<file path="src/flash_protect_map.svh">
// Purpose: offsets, field positions, reset values for flash protection
// Assumes: included by package and modules
// Notes: register selects are indices on the internal register port
`ifndef FLASH_PROTECT_MAP_SVH
`define FLASH_PROTECT_MAP_SVH

// Register selects on the internal register port
`define SEL_FLASH_CTRL     2'h0
`define SEL_ERASE_LO       2'h1
`define SEL_ERASE_HI       2'h2
`define SEL_WAIT_STATE     2'h3

// Flash control field positions
`define FC_PROGRAM_BIT     0
`define FC_ERASE_BIT       1
`define FC_PROG_VERIFY_BIT 2
`define FC_ERASE_VERIFY_BIT 3
`define FC_VPP_OK_BIT      7

// Wait-state control field positions
`define WS_OVERLAP_HI_BIT  7
`define WS_OVERLAP_LO_BIT  6

// Reset values
`define FLASH_CTRL_RESET   8'h00
`define ERASE_SEL_RESET    8'h00
`define WAIT_STATE_RESET   8'h08

// Overlap windows: flash side base/limit and RAM side base
`define OVL_SMALL_BASE     16'h0000
`define OVL_SMALL_LIMIT    16'h007f
`define OVL_SMALL_RAM      16'hf800
`define OVL_LO_BASE        16'h0080
`define OVL_LO_LIMIT       16'h00ff
`define OVL_LO_RAM         16'hf880
`define OVL_HI_LIMIT       16'h017f

// Boot handler region in RAM
`define BOOT_HANDLER_BASE  16'hf780
`define BOOT_HANDLER_LIMIT 16'hf78f

`endif

</file>
<file path="src/flash_protect_pkg.sv">
// Purpose: shared types for the flash protection block
// Assumes: map header holds all numbers
// Notes: none
package flash_protect_pkg;
  `include "flash_protect_map.svh"

  typedef logic [1:0]  reg_sel_type;
  typedef logic [7:0]  byte_type;
  typedef logic [15:0] addr_type;

  // Overlap selection decoded from the two overlap bits
  typedef enum logic [1:0] {
    OVL_NONE,
    OVL_LO_ONLY,
    OVL_HI_ONLY,
    OVL_BOTH
  } overlap_type;
endpackage

</file>
<file path="src/flash_protect_if.sv">
// Purpose: internal register port between CPU end and flash protection
// Assumes: single clock, reads answered one cycle later
// Notes: no clocking block
`timescale 1ns/1ps
interface flash_protect_if;
  import flash_protect_pkg::*;
  logic        wr_en;   // Write strobe, one cycle
  logic        rd_en;   // Read strobe, one cycle
  reg_sel_type sel;     // Register select
  byte_type    wdata;   // Write data
  byte_type    rdata;   // Read data, valid cycle after rd_en
  logic        rvalid;  // Read answer marker

  modport device (input wr_en, rd_en, sel, wdata, output rdata, rvalid);
  modport cpu    (output wr_en, rd_en, sel, wdata, input rdata, rvalid);
endinterface

</file>
<file path="src/flash_protect_dev.sv">
// Purpose: decides when the flash array may program or erase
// Assumes: CPU writes registers through the register port
// Notes: all state is one struct, registered in one process
`timescale 1ns/1ps
module flash_protect_dev (
  input  wire logic                           clk,
  input  wire logic                           reset,
  flash_protect_if.device                     bus,
  input  wire logic                           vpp_present,
  input  wire logic                           wdt_reset,
  input  wire logic                           standby_entry,
  input  wire logic                           hw_standby,
  input  wire logic                           irq_in,
  input  wire flash_protect_pkg::addr_type    access_addr,
  output logic                                array_program_en,
  output logic                                array_erase_en,
  output logic                                program_verify_en,
  output logic                                erase_verify_en,
  output logic                                prewrite_verify_en,
  output logic [15:0]                         block_enable,
  output logic                                array_read_valid,
  output logic                                overlap_hit,
  output flash_protect_pkg::addr_type         overlap_ram_addr,
  output logic                                irq_protect_active
);
  import flash_protect_pkg::*;

  // Whole state of the block
  typedef struct packed {
    byte_type flash_control_reg;      // Program/erase/verify requests
    byte_type erase_block_select_lo;  // Blocks 0..7
    byte_type erase_block_select_hi;  // Blocks 8..15
    byte_type wait_state_control_reg; // Overlap bits and wait settings
    logic     int_protect;            // Sticky interrupt abort state
    byte_type rdata;                  // Registered read answer
    logic     rvalid;                 // Read answer marker
  } state_type;

  state_type state;       // Registered state
  state_type next_state;  // Next value

  // Decode of the overlap bits
  function automatic overlap_type decode_overlap(input byte_type ws);
    unique case ({ws[`WS_OVERLAP_HI_BIT], ws[`WS_OVERLAP_LO_BIT]})
      2'b00: decode_overlap = OVL_NONE;
      2'b01: decode_overlap = OVL_LO_ONLY;
      2'b10: decode_overlap = OVL_HI_ONLY;
      2'b11: decode_overlap = OVL_BOTH;
    endcase
  endfunction

  // Address test against an inclusive window
  function automatic logic in_window(input addr_type a, input addr_type lo,
                                     input addr_type hi);
    in_window = (a >= lo) && (a <= hi);
  endfunction

  overlap_type ovl;          // Current overlap selection
  logic        emul_protect; // One overlap bit alone
  logic        block_none;   // No block selected
  logic        soft_protect; // Any software protection
  logic        hw_protect;   // Any hardware protection
  logic        reinit;       // Hardware event clearing registers
  logic        pe_request;   // Program or erase requested
  logic [15:0] blocks;       // Raw block selects

  // Protection conditions
  always_comb begin
    ovl          = decode_overlap(state.wait_state_control_reg);
    blocks       = {state.erase_block_select_hi,
                    state.erase_block_select_lo};
    emul_protect = (ovl == OVL_LO_ONLY) || (ovl == OVL_HI_ONLY);
    block_none   = (blocks == 16'h0000);
    soft_protect = block_none || emul_protect;
    pe_request   = state.flash_control_reg[`FC_PROGRAM_BIT] ||
                   state.flash_control_reg[`FC_ERASE_BIT];
    reinit       = !vpp_present || wdt_reset || standby_entry;
    hw_protect   = reinit || state.int_protect;
  end

  // Next-state logic: register writes, reinit, interrupt latch
  always_comb begin
    next_state        = state;
    next_state.rvalid = bus.rd_en;
    // Register writes from the CPU
    if (bus.wr_en) begin
      unique case (bus.sel)
        `SEL_FLASH_CTRL: begin
          // Status bit is read-only
          next_state.flash_control_reg = {1'b0, bus.wdata[6:0]};
        end
        `SEL_ERASE_LO:   next_state.erase_block_select_lo = bus.wdata;
        `SEL_ERASE_HI:   next_state.erase_block_select_hi = bus.wdata;
        `SEL_WAIT_STATE: next_state.wait_state_control_reg = bus.wdata;
      endcase
    end
    // Read answer, one cycle after the strobe
    if (bus.rd_en) begin
      unique case (bus.sel)
        `SEL_FLASH_CTRL: begin
          next_state.rdata = state.flash_control_reg;
          next_state.rdata[`FC_VPP_OK_BIT] = vpp_present;
        end
        `SEL_ERASE_LO:   next_state.rdata = state.erase_block_select_lo;
        `SEL_ERASE_HI:   next_state.rdata = state.erase_block_select_hi;
        `SEL_WAIT_STATE: next_state.rdata = state.wait_state_control_reg;
      endcase
    end
    if (irq_in && pe_request) begin
      next_state.int_protect = 1'b1;
    end
    if (reinit) begin
      next_state.flash_control_reg     = `FLASH_CTRL_RESET;
      next_state.erase_block_select_lo = `ERASE_SEL_RESET;
      next_state.erase_block_select_hi = `ERASE_SEL_RESET;
    end
    // only a reset clears interrupt protect
    if (wdt_reset) begin
      next_state.int_protect = 1'b0;
    end
    // Software standby keeps overlap bits; hardware standby does not
    if (wdt_reset || hw_standby) begin
      next_state.wait_state_control_reg = `WAIT_STATE_RESET;
    end
  end

  // State register; reset takes constants only
  // reset initialises every register
  always_ff @(posedge clk or posedge reset) begin
    if (reset) begin
      state.flash_control_reg      <= `FLASH_CTRL_RESET;
      state.erase_block_select_lo  <= `ERASE_SEL_RESET;
      state.erase_block_select_hi  <= `ERASE_SEL_RESET;
      state.wait_state_control_reg <= `WAIT_STATE_RESET;
      state.int_protect            <= 1'b0;
      state.rdata                  <= 8'h00;
      state.rvalid                 <= 1'b0;
    end else begin
      state <= next_state;
    end
  end

  assign bus.rdata  = state.rdata;
  assign bus.rvalid = state.rvalid;

  // Array enables, evaluated every cycle from the registered state.
  // The interrupt is also looked at directly so that the abort does
  // not wait for the latch: the cell is cut off in the same cycle.
  always_comb begin
    // abort in the cycle the interrupt comes
    array_program_en = state.flash_control_reg[`FC_PROGRAM_BIT] &&
                       !soft_protect && !hw_protect && !irq_in;
    array_erase_en   = state.flash_control_reg[`FC_ERASE_BIT] &&
                       !soft_protect && !hw_protect && !irq_in;
    // emulation or hardware blanks every block at once
    block_enable     = (emul_protect || hw_protect) ? 16'h0000 : blocks;
  end

  // Verify modes: only voltage loss, watchdog reset and standby entry stop them
  always_comb begin
    // verify kept under soft and interrupt protection
    program_verify_en  = vpp_present && !wdt_reset && !standby_entry &&
                         state.flash_control_reg[`FC_PROG_VERIFY_BIT];
    erase_verify_en    = vpp_present && !wdt_reset && !standby_entry &&
                         state.flash_control_reg[`FC_ERASE_VERIFY_BIT];
    // Prewrite verify: all four control bits clear
    prewrite_verify_en = vpp_present && !wdt_reset && !standby_entry &&
                         (state.flash_control_reg[3:0] == 4'h0);
  end

  // array data not trusted while a request is set
  assign array_read_valid   = !pe_request;
  assign irq_protect_active = state.int_protect;

  // RAM overlap decode; RAM writes there bypass emulation protection
  always_comb begin
    overlap_hit      = 1'b0;
    overlap_ram_addr = access_addr;
    unique case (ovl)
      OVL_NONE: begin
        overlap_hit = 1'b0;
      end
      OVL_LO_ONLY: begin
        overlap_hit = in_window(access_addr, `OVL_LO_BASE, `OVL_LO_LIMIT);
      end
      OVL_HI_ONLY: begin
        overlap_hit = in_window(access_addr, `OVL_LO_BASE, `OVL_HI_LIMIT);
      end
      OVL_BOTH: begin
        // small block mapped only with voltage present
        overlap_hit = vpp_present &&
          in_window(access_addr, `OVL_SMALL_BASE, `OVL_SMALL_LIMIT);
      end
    endcase
    if (overlap_hit) begin
      // Low seven address bits carry over; windows are aligned
      overlap_ram_addr = (ovl == OVL_BOTH) ?
        (`OVL_SMALL_RAM | {9'h000, access_addr[6:0]}) :
        addr_type'(`OVL_LO_RAM + (access_addr - `OVL_LO_BASE));
    end
  end
endmodule

</file>
<file path="src/flat_wrapper.sv">
// flat-port wrapper written by rule: the top's interface ports become plain ports
module flash_protect_dev_flat import flash_protect_pkg::*;
  (clk, reset, vpp_present, wdt_reset, standby_entry, hw_standby, irq_in, access_addr, array_program_en, array_erase_en, program_verify_en, erase_verify_en, prewrite_verify_en, block_enable, array_read_valid, overlap_hit, overlap_ram_addr, irq_protect_active, bus_wr_en, bus_rd_en, bus_sel, bus_wdata, bus_rdata, bus_rvalid);
  flash_protect_if bus_i ();
  input  wire logic clk;
  input  wire logic reset;
  input  wire logic vpp_present;
  input  wire logic wdt_reset;
  input  wire logic standby_entry;
  input  wire logic hw_standby;
  input  wire logic irq_in;
  input  wire flash_protect_pkg::addr_type access_addr;
  output logic array_program_en;
  output logic array_erase_en;
  output logic program_verify_en;
  output logic erase_verify_en;
  output logic prewrite_verify_en;
  output logic [15:0] block_enable;
  output logic array_read_valid;
  output logic overlap_hit;
  output flash_protect_pkg::addr_type overlap_ram_addr;
  output logic irq_protect_active;
  input wire logic [$bits(bus_i.wr_en)-1:0] bus_wr_en;
  input wire logic [$bits(bus_i.rd_en)-1:0] bus_rd_en;
  input wire logic [$bits(bus_i.sel)-1:0] bus_sel;
  input wire logic [$bits(bus_i.wdata)-1:0] bus_wdata;
  output wire logic [$bits(bus_i.rdata)-1:0] bus_rdata;
  output wire logic [$bits(bus_i.rvalid)-1:0] bus_rvalid;
  assign bus_i.wr_en = bus_wr_en;
  assign bus_i.rd_en = bus_rd_en;
  assign bus_i.sel = bus_sel;
  assign bus_i.wdata = bus_wdata;
  assign bus_rdata = bus_i.rdata;
  assign bus_rvalid = bus_i.rvalid;
  flash_protect_dev u_core (.clk(clk), .reset(reset), .bus(bus_i), .vpp_present(vpp_present), .wdt_reset(wdt_reset), .standby_entry(standby_entry), .hw_standby(hw_standby), .irq_in(irq_in), .access_addr(access_addr), .array_program_en(array_program_en), .array_erase_en(array_erase_en), .program_verify_en(program_verify_en), .erase_verify_en(erase_verify_en), .prewrite_verify_en(prewrite_verify_en), .block_enable(block_enable), .array_read_valid(array_read_valid), .overlap_hit(overlap_hit), .overlap_ram_addr(overlap_ram_addr), .irq_protect_active(irq_protect_active));
endmodule
</file>
<file path="config.mk">
export PLATFORM = sky130hd
export DESIGN_NAME = flash_protect_dev_flat
export DESIGN_NICKNAME = d
export VERILOG_FILES = /design/src/flash_protect_pkg.sv /design/src/flash_protect_if.sv /design/src/flash_protect_dev.sv /design/src/flat_wrapper.sv
export VERILOG_INCLUDE_DIRS = /design/src
export SDC_FILE = /design/constraint.sdc
export NUM_CORES = 1
export LEC_CHECK = 0
export BUFFER_PORTS_ARGS = -buffer_cell sky130_fd_sc_hd__buf_2
export CORE_MARGIN = 2
export CORE_UTILIZATION = 45
export DETAILED_ROUTE_END_ITERATION = 10
export PLACE_DENSITY = 0.73
export RECOVER_POWER = 100
export SLEW_MARGIN = 30
export SYNTH_ARGS = -nofsm -noshare
export SYNTH_HDL_FRONTEND = slang
export SYNTH_SLANG_ARGS = --single-unit
</file>
<file path="constraint.sdc">
create_clock -name clk -period 2.4 [get_ports clk]
set_input_delay 0.12 -clock clk [delete_from_list [all_inputs] [get_ports clk]]
set_output_delay 0.12 -clock clk [all_outputs]
set_load 0.02 [all_outputs]
</file>
# Word-level counts from Yosys, hierarchy flattened
# Index checks and enable logic that the tools add are counted.
[classes] order_cmp=5 n_reduce_logical=47 addsub=2 eq_ne=9 n_mux=15
[ops] op="$mux 16" count=3
[ops] op="$mux 8" count=4
[ops] op="$pmux 8 s4" count=1
[ops] op="$mux 31" count=1
[ops] op="$mux 23" count=1
[ops] op="$add 16x16->16 const A" count=1
[ops] op="$ge 16x1->1 const B" count=1
[ops] op="$ge 16x8->1 const B" count=1
[ops] op="$le 16x7->1 const B" count=1
[ops] op="$le 16x8->1 const B" count=1
[ops] op="$le 16x9->1 const B" count=1
[ops] op="$logic_and 1x1->1" count=16
[ops] op="$logic_not 16->1" count=1
[ops] op="$sub 16x8->16 const B" count=1
[ops] op="$reduce_bool 2->1" count=7
[ops] op="$eq 2x2->1 const B" count=6
[ops] op="$logic_or 1x1->1" count=8
[ops] op="$pmux 2 s4" count=1
[ops] op="$reduce_and 2->1" count=4
[ops] op="$logic_not 1->1" count=7
[ops] op="$mux 7" count=1
[ops] op="$eq 2x1->1 const B" count=3
[ops] op="$logic_not 2->1" count=3
[ops] op="$logic_not 4->1" count=1
[ops] op="other kinds (2)" count=3
[totals] regBits=41

# Longest topological paths before layout
# Gate-level depths: netlist of run 1.
[depth] ltp_word=9 depth_mapped=5

# Worst setup path before layout of run 1
# No wires, ideal clock.
[synth_path] path_type="register to output" start="reg u_core.state[16] (netlist name)" end="out overlap_ram_addr[13]" path_stages_with_launch=6 arrival_ps=1894 required_ps=2280 path_buffers=0 slack_ps=386 path_cell_list="dfrtp_1 > inv_1 > ha_1 > and4b_1 > nor3_1 > o41ai_1"
[synth_between] elab_chain_len=5 word_cells_on_any_way=12
[synth_rtl] item="from (decl)" line="flash_protect_dev.sv:39" rtl="state_type state;"
[synth_rtl] item="from (signal assigned)" line="flash_protect_dev.sv:139" rtl="state <= next_state;"
[synth_rtl] item="$eq 2x2->1, or another cell as far along" line="flash_protect_dev.sv:44" rtl="unique case ({ws[`WS_OVERLAP_HI_BIT], ws[`WS_OVERLAP_LO_BIT]})"
[synth_rtl] item="$pmux 2 s4 (*)" line="flash_protect_dev.sv:44"
[synth_rtl] item="$eq 2x2->1, or another cell as far along" line="flash_protect_dev.sv:179, flash_protect_dev.sv:197"
[synth_rtl] item="$pmux 1 s4 / $mux 16 (equally long branches)" line="flash_protect_dev.sv:179, flash_protect_dev.sv:197"
[synth_rtl] item="$mux 16 (*)" line="flash_protect_dev.sv:195" rtl="if (overlap_hit) begin"
[synth_rtl] item="to (decl)" line="flat_wrapper.sv:21" rtl="output flash_protect_pkg::addr_type overlap_ram_addr;"
# Mark *: on every way between the ends. The rest lies on a longest branch, timed or not.

# Worst setup path in the final report of run 1
[layout_path] start="reg u_core.state[16] (netlist name)" end="out array_erase_en"
[layout_between] elab_chain_len=9 word_cells_on_any_way=13
[layout_rtl] item="$eq 2x2->1, or another cell as far along" line="flash_protect_dev.sv:44"
[layout_rtl] item="$pmux 2 s4 (*)" line="flash_protect_dev.sv:44"
[layout_rtl] item="$eq 2x1->1 / $eq 2x2->1 (equally long branches)" line="flash_protect_dev.sv:72" rtl="emul_protect = (ovl == OVL_LO_ONLY) || (ovl == OVL_HI_ONLY);"
[layout_rtl] item="$logic_or 1x1->1 (*)" line="flash_protect_dev.sv:72"
[layout_rtl] item="$logic_or 1x1->1 (*)" line="flash_protect_dev.sv:74" rtl="soft_protect = block_none || emul_protect;"
[layout_rtl] item="$logic_not 1->1 (*)" line="flash_protect_dev.sv:154" rtl="!soft_protect && !hw_protect && !irq_in;"
[layout_rtl] item="$logic_and 1x1->1 (*) (3 in series)" line="flash_protect_dev.sv:153" rtl="array_erase_en = state.flash_control_reg[`FC_ERASE_BIT] &&"
[layout_rtl] item="to (decl)" line="flat_wrapper.sv:14" rtl="output logic array_erase_en;"
# Marked as above.

==> key figures, run 1 <==
GRT
  • Initial antenna violation count: 0
  • Grt ovf: 0
  • Vias in the first global route: about 1800
  • GR met2 Demand/Resource: between 30% and 40%
  • GR Util met3: approximately 5.7%
  • Largest net degree at the start of global routing: 42
  • Gr busiest metal: met2
  • Global Route met1 Usage: a little over a quarter
  • First-pass GRT wire length: 9011 µm
  • Gr usage total: 19.83%

Clock network
  • Clock-pin slew on the worst setup and hold paths: 80 ps
  • Largest buffer count on any clock path: 2
  • TritonCTS clock tree: built
  • H-tree levels: 2
  • # resized after CTS: 0
  • Cts bufs inserted: 5
  • Root Driver: clkbuf_8
  • Buffer count from post-CTS setup fixing: 0
  • Clock sinks: 41
  • Skew-Pair Late Insertion Delay: roughly 300 ps

Critical path
  • CP endpoint kind: output pin
  • Worst EP required: 2280 ps
  • Crit path max fanout: 18
  • Internal reg-to-reg setup slack: approximately 1100 ps
  • R2R cell count: 2
  • Startpoint class of the critical path: flip-flop
  • Start point of the critical path: u_core.state[16]
  • R2R Path End: u_core.bus.rdata[1]
  • Kind of critical path: flip-flop to output pin
  • FF-to-FF Start: u_core.blocks[1]
  • Data arrival time of the worst path: between 2000 and 2500 ps

Placement
  • Post-DP HPWL: around 3900 µm
  • Buffers on Ports: slightly below 70
  • GP Congestion: between 0.8 and 0.9

Final layout
  • Number of diodes: 0
  • Area Overhead vs Synth: 14.69%
  • Multi-input logic area: roughly 1100 µm²
  • Filler cell count: about 500
  • Share of layout cells above drive strength 1: approximately 27%
  • Core Util, Final: a little over half
  • Sequential Area: just over 1000 µm²
  • Final net count: approximately 300

Timing
  • Relative slew slack: a little under a fifth
  • Hold Violations, Final: 0
  • Post-Route Setup TNS: 0 ps
  • Fin crit period: roughly 2200 ps
  • Clk_skew: 4.329 ps
  • Slew Viols, Final: 0
  • Setup violators final: 0
  • Maximum clock rate: roughly 450 MHz
  • Final Cycle Share: between 90% and 100%
  • Slew of the pin with the lowest slew margin: between 1000 and 1500 ps
  • RSZ-0062 raised after global routing: no

Die
  • Die Ht: between 70 and 80 µm
  • Num rows: 26
  • # IOs: 84
  • Area of the die: a little under 6000 µm²
  • Initial Util: a little under half
  • Die X: 76.40 µm
  • Core area: 5075 µm²

Synth
  • Synth Warn #: 0
  • Netlist cell types: 36
  • Sequential-to-total area share from yosys stat: a little over two fifths
  • Synth Register Bits: 41
  • Syn Area/Cell: about 11 µm²
  • Cells after Synth: between 200 and 250
  • Prevailing post-synth register cell: dfrtp_1
  • Asr flop ratio synth: 100.0%
  • Synthesized area: 2359 µm²
  • Post-Synthesis Net Count: 250
  • EDFF count, synth: 0

Min path
  • Hold Crit Start: wdt_reset
  • HP Class: primary input to flip-flop
  • Hold Path Sink: u_core.irq_protect_active
  • Worst Hold Depth: 2

Outcome
  • Run status: completed

Power
  • P per Cell Area: around 510 nW/µm²
  • Lkg Pwr: ~1.3 nW
  • Peak supply drop: ~330 µV

Detailed routing
  • DR DRC count: 0
  • Detailed-route vias per instance: 5.310
  • 1st-pass router iterations: 4
  • DR WL/cell: 16.23 µm
  • Initial DRC count: between 100 and 150
  • Total number of vias: about 1800
  • Post-route ant nets: 0
  • Detailed Route WL: ~5500 µm

Job
  • Max cap viols: 0
-- power by group --
part           switching, mW  internal, mW
logic                  0.103        0.0635
registers            0.00640         0.700
clock network          0.240         0.260
-- cells in the mapped netlist (all sizes together) (5+ instances only) --
master,count,area [µm²]
inv,13,48.80
mux2,8,90.09
mux4,8,180.2
nor4,6,37.54
buf,23,166.4
a22o,7,61.31
nor2,27,101.4
dfrtp,40,1001
and2,16,100.1
clkbuf,5,18.77
mux2i,23,230.2
-- critical path: stages (launching register included) --
cell	delay, ps
dfrtp_1	400
inv_1	80
ha_1	350
nor3_4	490
and4bb_2	310
clkbuf_2	170
-- cell families (layout without fill, tap and decap cells) --
group / Yosys count / in the layout / synth area share, %
and+or+nand+nor: 68 / 68 / 16.92
DFF: 41 / 41 / 43.55
buffers and inverters: 41 / 96 / 9.921
muxes: 39 / 39 / 21.22
AOI/OAI and AO/OA: 18 / 18 / 6.260
adders and majority gates: 4 / 4 / 2.122
-- per-stage QoR --
stage                     total power, mW  cells  cell area, µm²  hold WS, ps  setup WS [ps]
after floorplan                    0.8488    211            2359        151.4          385.8
after global placement             0.8896    327            2644        240.1          580.6
after detailed placement           0.8916    327            2644        240.1          527.6
after CTS                           1.388    336            2755        27.76          195.1
after global routing                1.425    336            2705        18.67          29.60
final                               1.373    336            2705        27.08          190.4
-- metal layers --
| layer | up-vias | share of wire, % |
|---|---|---|
| li1 | 835 | - |
| met1 | 887 | 47 |
| met2 | 55 | 46 |
| met3 | 7 | 5.2 |
| met4 | 0 | 1.6 |
| met5 | - | 0 |
-- area by class of cell --
class	instances	area share, %
inverters	13	1.804
clock inverters	1	0.1850
repair buffers	75	12.86
clock buffers	7	3.562
multi-input cells	129	40.38
flip-flops and latches	41	37.97
well taps	70	3.238
-- registers in the layout, summed over array words and instances, names as in the netlist --
name                       count
u_core.state                  15
u_core.blocks                 16
u_core.bus.rvalid              1
u_core.bus.rdata               8
u_core.irq_protect_active      1
-- worst max-delay path by stage --
stage / to / slack [ps] / cells past startpoint
CTS: overlap_ram_addr[15] / 200 / 7
global route: overlap_ram_addr[15] / 30 / 6
floorplan: overlap_ram_addr[13] / 390 / 5
global placement: overlap_ram_addr[13] / 580 / 7
finish: array_erase_en / 190 / 5
detailed placement: overlap_ram_addr[13] / 530 / 7
-- cells in the final DEF, fill, tap and decap left out, drive strengths merged, types with 2 or more instances in the layout --
| cell | synthesis | layout |
|---|---|---|
| clkbuf | 5 | 41 |
| dfrtp | 40 | 40 |
| buf | 23 | 40 |
| nor2 | 27 | 27 |
| mux2i | 23 | 23 |
| and2 | 16 | 16 |
| inv | 13 | 13 |
| mux4 | 8 | 8 |
| mux2 | 8 | 8 |
| a22o | 7 | 7 |
| nor4 | 6 | 6 |
| ha | 4 | 4 |
| nor3 | 4 | 4 |
| a21oi | 3 | 3 |
| o31ai | 3 | 3 |
| nand3b | 2 | 2 |
| o41ai | 2 | 2 |
| nor2b | 2 | 2 |
| o41a | 2 | 2 |
| and4bb | 2 | 2 |
-- timing repair --
action | 4_1_cts | 5_1_grt
endpoints found under the hold margin | 40 | 0
setup endpoints to repair | 0 | 0
hold buffers | 1 | 0
No activity file was read; power rests on OpenSTA's default activity.
==> inputs of run 2 (changes only) <==
CORE_MARGIN = 10   (was 2)
PLACE_DENSITY = 0.76   (was 0.73)
clock period = 1.95 ns   (was 2.4 ns; I/O delays follow)
==> run 2 against run 1 <==
  * The flow now finishes with violations (negative setup slack)
  * Global-route usage shrank 4.7 points
  * Clock power grew 5.8%
  * Setup slack lost 340 ps
  * Sequential share of layout area shrank 5.0 points
  * Core utilization grew 7.7 points
  * Critical path type unchanged
==> key figures, run 2 (synthesis gave the netlist of run 1 again) <==
GRT
  • Largest net degree at the start of global routing: 42
  • Initial antenna violation count: 0
  • First-pass GRT wire length: around 10000 µm
  • Vias in the first global route: ~2000
  • Gr usage total: roughly 15%
  • Grt ovf: 0

Detailed routing
  • Initial DRC count: 154
  • Total number of vias: ~1900
  • Detailed Route WL: roughly 6800 µm
  • DR WL/cell: 19.20 µm
  • 1st-pass router iterations: 4
  • Post-route ant nets: 0
  • DR DRC count: 0
  • Detailed-route vias per instance: 5.419

Critical path
  • Crit path max fanout: 5
  • CP endpoint kind: output pin
  • Critical Path Max Stage Delay: 420 ps
  • Data arrival time of the worst path: 2000 ps
  • Worst EP required: between 1500 and 2000 ps
  • Startpoint class of the critical path: flip-flop
  • Top Family by Delay on Critical Path: buffers and inverters
  • Buf+Inv Stages, Crit Path: 3
  • CP cell instances: inv_2 -> ha_4 -> and4b_1 -> nor3_4 -> buf_6 -> o41ai_2 -> buf_4
  • R2R cell count: 4
  • Kind of critical path: flip-flop to output pin
  • Worst path slowest cell: dfrtp_1
  • CP Depth: 7

Die
  • Area of the die: approximately 8500 µm²
  • Die Ht: about 92 µm
  • Core area: between 5000 and 6000 µm²
  • Die X: between 90 and 100 µm
  • Initial Util: 46.18%
  • Num rows: 26
  • # IOs: 84

Job
  • Max cap viols: 0

Placement
  • Buffers on Ports: approximately 70
  • Post-DP HPWL: 4623 µm
  • Placed cell count: ~330
  • GP Congestion: ~0.8

Timing
  • Slew Viols, Final: 0
  • Post-route setup slack: -152.1 ps
  • Fin crit period: between 2000 and 2500 ps
  • Hold Violations, Final: 0
  • Relative slew slack: 33.32%
  • Final Cycle Share: 107.8%
  • Slew of the pin with the lowest slew margin: roughly 1000 ps
  • RSZ-0062 raised after global routing: yes
  • Clk_skew: 4.337 ps
  • Setup violators final: 10
  • Maximum clock rate: roughly 480 MHz
  • Post-Route Setup TNS: -825.6 ps

Final layout
  • Sequential Area: ~1000 µm²
  • Commonest cells after routing, fill and taps aside: 39 x dfrtp_1, 30 x buf_2, 27 x nor2_1, 27 x buf_6, 23 x mux2i_1
  • Area Overhead vs Synth: 32.10%
  • Most common cell after layout, fill and taps aside: dfrtp_1
  • Share of layout cells above drive strength 1: between 40 and 50%
  • Multi-input logic area: 1227 µm²
  • Max reg flops: 16
  • Number of diodes: 0
  • Filler cell count: around 420
  • Non-Filler Instances: about 350
  • Final net count: 321
  • Core Util, Final: roughly 61%

Clock network
  • Clock sinks: between 40 and 50
  • Skew-Pair Late Insertion Delay: 290 ps
  • Clock-pin slew on the worst setup and hold paths: about 70 ps
  • Largest buffer count on any clock path: 2
  • TritonCTS clock tree: built
  • Root Driver: clkbuf_8
  • Cts bufs inserted: 5
  • H-tree levels: 2

Min path
  • Worst Hold Depth: 2
  • HP Class: primary input to flip-flop

Outcome
  • Failing checks: negative setup slack
  • Run status: finished with violations

Power
  • P per Cell Area: between 500 and 600 nW/µm²
  • Peak supply drop: 406.1 µV
  • Lkg Pwr: about 1.5 nW
==> run 2: cell types whose count changed in the layout (fill, tap and decap cells not counted), sizes merged <==
cell / previous run / this run
buf: 40 / 70
clkbuf: 41 / 29
clkinv: 1 / 0
==> run 2: power breakdown <==
| group | total (mW) | switching (mW) | leakage (nW) | internal [mW] |
|---|---|---|---|---|
| logic | 0.243 | 0.143 | 0.921 | 0.101 |
| registers | 0.870 | 0.00814 | 0.562 | 0.862 |
| clock network | 0.529 | 0.274 | 0.0395 | 0.254 |
==> run 2: routing by layer <==
| layer | track usage (%) | part of all wire (%) |
|---|---|---|
| met1 | 17.16 | 41 |
| met2 | 26.24 | 50 |
| met3 | 4.923 | 7.5 |
| met4 | 5.270 | 1.5 |
| met5 | 0 | 0 |
==> run 2: stage by stage <==
stage                     hold WS [ps]  setup slack, ps  total power, mW  instance area (µm²)
after floorplan                  128.9           -41.72            1.045                 2359
after CTS                        16.08           -45.07            1.635                 2892
after detailed placement         195.1            80.95            1.103                 2674
after global routing             22.17           -205.6            1.710                 3115
final                            16.96           -152.1            1.642                 3115
after global placement           195.1            150.5            1.100                 2674
==> run 2: area by class of cell <==
class / instances / share of cell area (%)
inverter: 13 / 1.566
tap: 70 / 2.811
multi-input combinational: 129 / 39.40
timing repair buffer: 92 / 20.64
sequential: 41 / 33.01
clock buffer: 8 / 2.570
==> run 2: path summary, 6_finish.rpt <==
| check | to | slack (ps) | start |
|---|---|---|---|
| worst max-delay path | overlap_ram_addr[15] | -150 | u_core.state[16] |
| worst min-delay path | u_core.irq_protect_active | 20 | wdt_reset |
| worst max register to register | u_core.bus.rdata[7] | 390 | u_core.state[17] |
| worst min register to register | u_core.state[10] | 510 | u_core.state[10] |
| max in group asynchronous | u_core.state[17] | 600 | reset |
| min in group asynchronous | u_core.bus.rdata[5] | 670 | reset |
==> run 2: what timing repair did <==
action	CTS	global route
hold buffers	1	0
setup endpoints to repair	16	26
cloned	0	1
pin swaps	8	2
setup buffers	8	5
hold endpoints to repair	40	0
resized for setup	16	66
